--- src/logic/sac_pkg.sv ---
// constants, register map and state types of the converter control block
package sac_pkg;

  // register map
  localparam logic [7:0] SAC_RESULT_ADDR = 8'hD0;
  localparam logic [7:0] SAC_CTRL_ADDR = 8'hD1;

  // control register fields
  localparam int SAC_IRQ_EN_POS = 7;
  localparam int SAC_DONE_POS = 6;
  localparam int SAC_START_POS = 5;
  localparam int SAC_POWER_POS = 4;
  localparam logic [7:0] SAC_CTRL_RESET = 8'h40;
  localparam logic [7:0] SAC_RESULT_RESET = 8'h00;

  // timing: oscillator divided by twelve drives the sequencing
  localparam int SAC_CLK_DIV = 12;
  localparam int SAC_REF_OSC_KHZ = 8000;
  localparam int SAC_CONV_TIME_NS = 70000;
  // whole converter ticks in one conversion at the reference oscillator
  localparam int SAC_CONV_TICKS = (SAC_CONV_TIME_NS * SAC_REF_OSC_KHZ) / (SAC_CLK_DIV * 1000000);
  localparam int SAC_RES_BITS = 8;
  localparam int SAC_TICKS_PER_BIT = 5;
  localparam int SAC_SAMPLE_TICKS = SAC_CONV_TICKS - SAC_RES_BITS * SAC_TICKS_PER_BIT;

  typedef enum logic [1:0] {
    SAC_IDLE,
    SAC_SAMPLE,
    SAC_BITS
  } sac_phase_t;

  // register bus request
  typedef struct packed {
    logic [7:0] addr;
    logic [7:0] wdata;
    logic wr;
    logic rd;
  } sac_bus_req_t;

  // whole state of the controller
  typedef struct packed {
    sac_phase_t phase;
    logic [3:0] div_cnt;
    logic tick;
    logic [5:0] cnt;
    logic [2:0] bit_idx;
    logic [7:0] trial;
    logic [7:0] result;
    logic irq_en;
    logic done;
    logic power_on;
    logic busy;
    logic [7:0] rdata;
    logic irq;
    logic cmp_s1;
    logic cmp_s2;
  } sac_state_t;

endpackage

--- src/logic/sac_adc_ctrl.sv ---
// successive-approximation converter control with its two registers
//
// Implementation choice: the strobed register port.
`timescale 1ns/1ps
`default_nettype none

module sac_adc_ctrl
  import sac_pkg::*;
#(
  parameter int DIV_RATIO = SAC_CLK_DIV
) (
  input wire logic core_clk,
  input wire logic resetn,
  input wire sac_bus_req_t bus_req,
  output logic [7:0] bus_rdata,
  input wire logic cmp_in,
  output logic [7:0] dac_code,
  output logic analog_on,
  output logic conv_busy,
  output logic done_irq
);

  if (DIV_RATIO < 2 || DIV_RATIO > 16) begin : g_div_check
    $error("DIV_RATIO must lie in 2..16");
  end

  localparam logic [3:0] DIV_LAST = 4'(DIV_RATIO - 1);
  localparam logic [5:0] SAMPLE_LAST = 6'(SAC_SAMPLE_TICKS - 1);
  localparam logic [5:0] BIT_LAST = 6'(SAC_TICKS_PER_BIT - 1);

  sac_state_t s_r;
  sac_state_t s_nxt;

  logic ctrl_wr;
  logic start_wr;
  logic finish;

  function automatic logic [7:0] ctrl_view(input sac_state_t st);
    logic [7:0] v;
    v = 8'h00;
    v[SAC_IRQ_EN_POS] = st.irq_en;
    v[SAC_DONE_POS] = st.done;
    v[SAC_POWER_POS] = st.power_on;
    return v;
  endfunction

  assign ctrl_wr = bus_req.wr && (bus_req.addr == SAC_CTRL_ADDR);
  // a start only counts if the same write leaves the converter powered
  assign start_wr = ctrl_wr && bus_req.wdata[SAC_START_POS] && bus_req.wdata[SAC_POWER_POS];
  assign finish = (s_r.phase == SAC_BITS) && s_r.tick && (s_r.cnt == BIT_LAST) && (s_r.bit_idx == 3'h0);

  always_comb begin
    logic [7:0] t;
    t = s_r.trial;
    s_nxt = s_r;

    // comparator pin is asynchronous; only the second stage is read
    s_nxt.cmp_s1 = cmp_in;
    s_nxt.cmp_s2 = s_r.cmp_s1;

    // converter clock enable; nothing here looks at processor wait state
    s_nxt.tick = 1'b0;
    if (s_r.power_on) begin
      if (s_r.div_cnt == DIV_LAST) begin
        s_nxt.div_cnt = 4'h0;
        s_nxt.tick = 1'b1;
      end else begin
        s_nxt.div_cnt = s_r.div_cnt + 4'h1;
      end
    end else begin
      s_nxt.div_cnt = 4'h0;
    end

    case (s_r.phase)
      SAC_IDLE: begin
        s_nxt.cnt = 6'h00;
      end
      SAC_SAMPLE: begin
        if (s_r.tick) begin
          if (s_r.cnt == SAMPLE_LAST) begin
            s_nxt.cnt = 6'h00;
            s_nxt.phase = SAC_BITS;
          end else begin
            s_nxt.cnt = s_r.cnt + 6'h01;
          end
        end
      end
      SAC_BITS: begin
        if (s_r.tick) begin
          if (s_r.cnt == BIT_LAST) begin
            // comparator low means input is below the trial level
            if (!s_r.cmp_s2) begin
              t[s_r.bit_idx] = 1'b0;
            end
            s_nxt.cnt = 6'h00;
            if (s_r.bit_idx == 3'h0) begin
              s_nxt.result = t;
              s_nxt.trial = t;
              s_nxt.phase = SAC_IDLE;
            end else begin
              t[s_r.bit_idx - 3'h1] = 1'b1;
              s_nxt.trial = t;
              s_nxt.bit_idx = s_r.bit_idx - 3'h1;
            end
          end else begin
            s_nxt.cnt = s_r.cnt + 6'h01;
          end
        end
      end
      default: begin
        s_nxt.phase = SAC_IDLE;
      end
    endcase

    if (ctrl_wr) begin
      s_nxt.irq_en = bus_req.wdata[SAC_IRQ_EN_POS];
      s_nxt.power_on = bus_req.wdata[SAC_POWER_POS];
      // the divider stops in the same cycle, so no stray tick follows power-down
      if (!bus_req.wdata[SAC_POWER_POS]) begin
        s_nxt.phase = SAC_IDLE;
        s_nxt.cnt = 6'h00;
        s_nxt.div_cnt = 4'h0;
        s_nxt.tick = 1'b0;
      end
    end

    // a start abandons whatever runs and resets the divider phase
    if (start_wr) begin
      s_nxt.phase = SAC_SAMPLE;
      s_nxt.cnt = 6'h00;
      s_nxt.div_cnt = 4'h0;
      s_nxt.tick = 1'b0;
      s_nxt.bit_idx = 3'(SAC_RES_BITS - 1);
      s_nxt.trial = 8'h80;
      s_nxt.done = 1'b0;
    end
    // completion in the same cycle as a start still sets done
    if (finish) begin
      s_nxt.done = 1'b1;
    end

    s_nxt.busy = (s_nxt.phase != SAC_IDLE);
    s_nxt.irq = s_nxt.done && s_nxt.irq_en;

    s_nxt.rdata = 8'h00;
    if (bus_req.rd) begin
      if (bus_req.addr == SAC_RESULT_ADDR) begin
        s_nxt.rdata = s_r.result;
      end else if (bus_req.addr == SAC_CTRL_ADDR) begin
        s_nxt.rdata = ctrl_view(s_r);
      end
    end
  end

  always_ff @(posedge core_clk or negedge resetn) begin
    if (!resetn) begin
      s_r <= '0;
      s_r.irq_en <= SAC_CTRL_RESET[SAC_IRQ_EN_POS];
      s_r.done <= SAC_CTRL_RESET[SAC_DONE_POS];
      s_r.power_on <= SAC_CTRL_RESET[SAC_POWER_POS];
      s_r.result <= SAC_RESULT_RESET;
      s_r.phase <= SAC_IDLE;
    end else begin
      s_r <= s_nxt;
    end
  end

  assign bus_rdata = s_r.rdata;
  assign dac_code = s_r.trial;
  assign analog_on = s_r.power_on;
  assign conv_busy = s_r.busy;
  assign done_irq = s_r.irq;
endmodule

`default_nettype wire

--- config.mk ---
export PLATFORM = sky130hd
export DESIGN_NAME = sac_adc_ctrl
export DESIGN_NICKNAME = d
export VERILOG_FILES = /design/src/logic/sac_pkg.sv /design/src/logic/sac_adc_ctrl.sv
export SDC_FILE = /design/constraint.sdc
export NUM_CORES = 1
export LEC_CHECK = 0
export BUFFER_PORTS_ARGS = -buffer_cell sky130_fd_sc_hd__buf_2
export CAP_MARGIN = 20
export CORE_MARGIN = 2
export CORE_UTILIZATION = 60
export CTS_CLUSTER_SIZE = 20
export DETAILED_ROUTE_END_ITERATION = 8
export PLACE_DENSITY = 0.84
export SLEW_MARGIN = 20
export SYNTH_ARGS = -nofsm -noshare
export SYNTH_HDL_FRONTEND = slang
export SYNTH_SLANG_ARGS = --single-unit
--- constraint.sdc ---
create_clock -name core_clk -period 4.8 [get_ports core_clk]
set_input_delay 1.2 -clock core_clk [delete_from_list [all_inputs] [get_ports core_clk]]
set_output_delay 1.2 -clock core_clk [all_outputs]
set_load 0.02 [all_outputs]
---- Word-level counts from Yosys, hierarchy flattened ----
Index checks and enable logic that the tools add are counted.
word-level totals
  word-level logic and storage cells ...... 88
  output and inout bits ................... 19
  bits of input ports ..................... 21
  register bits ........................... 47
operators by class
  reductions and logical operators ........ 18
  mux-type cells .......................... 37
  bitwise operators ....................... 3
  eq/ne operators ......................... 8
  add/sub/neg operators ................... 3
  $lt $le $gt $ge ......................... 4
operator list
  cell                                                  number
  two-way mux 8 bit                                     9
  two-way mux 19 bit                                    2
  two-way mux 13 bit                                    2
  two-way mux 25 bit                                    1
  two-way mux 24 bit                                    1
  two-way mux 6 bit                                     3
  one-hot mux 6 bit (3 select lines)                    1
  equality test 8 bit (second input constant)           2
  equality test 6 x 3 -> 1 bit (second input constant)  2
  two-way mux 2 bit                                     5
  logical AND 1 bit                                     9
  AND 8 bit                                             1
  < comparator 3 x 4 -> 1 bit (second input constant)   2
  two-way mux 4 bit                                     2
  inverter 8 bit                                        1
  bitwise OR 8 bit                                      1
  AND reduction 4 bit                                   2
  nonzero test 2 bit                                    4
  two-way mux 1 bit                                     7
  adder 6 x 1 -> 6 bit (second input constant)          1
  demux 1 bit (select 3 bit)                            2
  >= comparator 3 x 1 -> 1 bit (second input constant)  2
  one-hot mux 2 bit (3 select lines)                    1
  adder 4 x 1 -> 4 bit (second input constant)          1
  9 further kinds                                       9

---- Longest topological paths before layout ----
  depth in word-level cells ............... 19
  depth in mapped cells ................... 7
  mapped depth without buffers ............ 6

---- Worst setup path after synthesis ----
OpenSTA, ideal clock, no wires.
  path type ............................... input-to-reg
  from .................................... input port bus_req[11] in the netlist's numbering
  to ...................................... register s_r (netlist bit done_irq)
  stages on the path ...................... 4
  slack ................................... 2.457 ns
  buffers on the path ..................... 0
  setup time .............................. 0.119 ns
  required time ........................... 4.681 ns
  arrival time ............................ 2.224 ns
  path through ............................ nor3_1 nand3_1 mux2_2 and2_1
RTL lines
  element                 line                 source
  start: declaration      sac_adc_ctrl.sv:14   input wire sac_bus_req_t bus_req,
  end signal: assignment  sac_adc_ctrl.sv:164  s_r <= s_nxt;
  end: declaration        sac_adc_ctrl.sv:31   sac_state_t s_r;

==> flow_summary.ini <==
[status]
outcome = finished clean

[synthesis]
seq_area_frac_synth_pct = 49.81
syn-cell-area_um2 = 2364
synth_edf_count = 0
syn_nets = 265
yosysTopAreaCell = dfrtp_1
yosysWarnings = 0
yosysTopAreaCellShare_pct = 48.70
avgSynthCellArea_um2 = 9.931
synthTopCellsByArea = dfrtp_1, buf_4, nand2_1, nor2_1, ha_1
ys.flop_type = dfrtp_1
ys_ff_latch = 47
async_flop_share_pct = 100.0
synth_cells = 238
ys_types = 52

[setup_path]
worstPathArrival_ns = 2.63
crit_start = bus_req[11]
required_ns = 4.99
crit_type = input port to flop
rr_startpoint = s_r[37]$_DFF_PN0_
crit_path_start_kind = input port
cpPeakStageDelay_ns = 0.49
crit_chain = buf_2, nor3_1, nand3_1, mux2_2, and2_1
worstPathMaxFanout = 6
slowest_stage = nor3_1
r2r_setup_slack_ns = 2.64
end_kind = flop
ff2ff_path_depth = 4

[layout]
layout_commonest_cell = dfrtp_1
diodes = 0
area_growth_pct = 9.052
fillers = 294
final_core_util_pct = 69.36
layout.cells.most_common_list = dfrtp_1, buf_2, nand2_1
drive_above_1_share_pct = 20.54
fin_nets = 284

[grt]
met1_usage_pct = 30.22
grt_pass1_wl_um = 7555
met3_usage_pct = 5.405
grt_max_degree = 48
grt_pass1_vias = 1644
gr-usage-all-layers_pct = 22.71
grt_overflow = 0
busiest_layer = met2
met2_usage_pct = 35.75
antenna_found_initial = 0

[routing]
via_per_inst = 5.830
first_iter_violations = 115
wl_per_cell_um = 14.90
dr.pass1.iters = 4
antenna_left = 0
wl_um = 4560
drc = 0
num_vias = 1784

[place]
pre_cts_slack_ns = 2.070
portBuffers = 34
dp_hpwl_um = 3158
gp_congestion = 0.9307

[clocking]
cts_tree = built
cts_resized = 0
cts-root-buf = clkbuf_8
clkLatencyLatePin_ns = 0.29
cts_buffer_depth = 2
numCtsBuffers = 5
post-cts-setup-buffer-count = 0
cts-htree-levels = 2
clk_pin_slew_ns = 0.08
cts_sinks = 47
cts_hold_buffers = 0

[sta]
hold_ws_ns = 0.3520
fin_crit_sh_pct = 50.67
fin_skew_ns = 0.004784
rsz0062_at_grt = no
final_hold_viol_count = 0
slew_headroom_pct = 34.85
max_freq_mhz = 411.2
final.min_clock_period_ns = 2.432
layout_setup_ws_ns = 2.368
slew_viol_final = 0
tightest_slew_ns = 0.9637
finalSetupViolCount = 0
finalSetupTns_ns = 0

[pwr]
p_int_mw = 0.6231
power.share.clock_pct = 42.8
comb_power_share_pct = 4.9
power_switching_mw = 0.1550
p_leak_nw = 1.174
swShare_pct = 19.93
power_density_nw_per_um2 = 301.9
p_seq_share_pct = 52.3
peakVddDrop_mv = 0.1537

[floorplanning]
rows = 22
die_w_um = 66.77
die_h_um = 66.77
ios = 40
initial_utilization_pct = 63.60
core_um2 = 3716
die-area_um2 = 4458

[hold_path]
hp-class = flop to flop
min_from = s_nxt[0]$_DFF_PN0_
hold_depth = 0

[flow_run]
cap_viol_max_count = 0
==> through the flow <==
step	cell area (um2)	cells	power, mW
final	2577	306	0.7781
after global routing	2577	306	0.8091
after CTS	2575	306	0.7849
after detailed placement	2442	298	0.4525
after global placement	2442	298	0.4512
after floorplan	2364	238	0.4338
==> power by group through the flow <==
| stage | clock, mW | sequential, mW | combinational [mW] |
|---|---|---|---|
| 3_3_place_gp | 0 | 0.414 | 0.0371 |
| 6_report | 0.333 | 0.407 | 0.0382 |
| 5_1_grt | 0.358 | 0.408 | 0.0432 |
| 4_1_cts | 0.340 | 0.407 | 0.0386 |
| 3_5_place_dp | 0 | 0.414 | 0.0382 |
| 2_1_floorplan | 0 | 0.414 | 0.0198 |
==> flip-flops by register name (all words and copies together) (netlist names) <==
signal,count
s_r,27
bus_rdata,8
dac_code,8
analog_on,1
conv_busy,1
done_irq,1
s_nxt,1
==> metal layers <==
metal,wire (um),vias up
met5,0,-
met1,2010,859
li1,-,860
met3,270,8
met4,74,0
met2,2204,57
==> synthesized netlist by cell type, drive strengths merged (2+ instances only) <==
cell type / n
nor4: 2
and3: 4
a41oi: 2
xnor2: 4
and2: 8
nand3: 10
a21oi: 11
clkbuf: 4
a31oi: 2
o2111ai: 2
o21ai: 18
or3: 2
ha: 6
xor2: 3
dfrtp: 46
o211ai: 2
or2b: 2
nand4b: 3
nand2: 26
nor3: 2
nor2: 22
inv: 8
o31ai: 4
nand4: 3
or4b: 2
buf: 18
a21boi: 2
mux2i: 4
==> final timing paths <==
kind | endpoint
hold reg to reg | s_r[0]$_DFF_PN0_
max in group asynchronous | s_r[35]$_DFF_PN0_
setup reg to reg | dac_code[3]$_DFFE_PN0P_
min in group asynchronous | dac_code[6]$_DFFE_PN0P_
setup / recovery | done_irq$_DFF_PN0_
hold / removal | s_r[0]$_DFF_PN0_
==> layout make-up <==
type	count	area, um2	area share [%]
inverter	8	30.03	1.165
clock buffer	6	72.57	2.816
timing repair buffer	34	172.7	6.699
sequential	47	1177	45.68
tap	48	60.06	2.330
clock inverter	2	60.06	2.330
multi-input combinational	161	1005	38.98
==> worst max-delay path: cells and delay by family <==
family | cells | cell delay, ns
AND/OR/NAND/NOR | 3 | 0.97
multiplexers | 1 | 0.36
buffers and inverters | 1 | 0.10
==> cells by family after synthesis <==
logic type | after synthesis | synth area share [%]
AND/OR/NAND/NOR | 95 | 21.60
AO/OA/AOI/OAI | 48 | 12.97
flip-flops | 47 | 49.81
buffers and inverters | 30 | 7.676
XOR/XNOR | 7 | 2.594
adder cells (fa/ha/maj) | 6 | 3.176
multiplexers | 5 | 2.170
(Power assumes the default switching activity.)
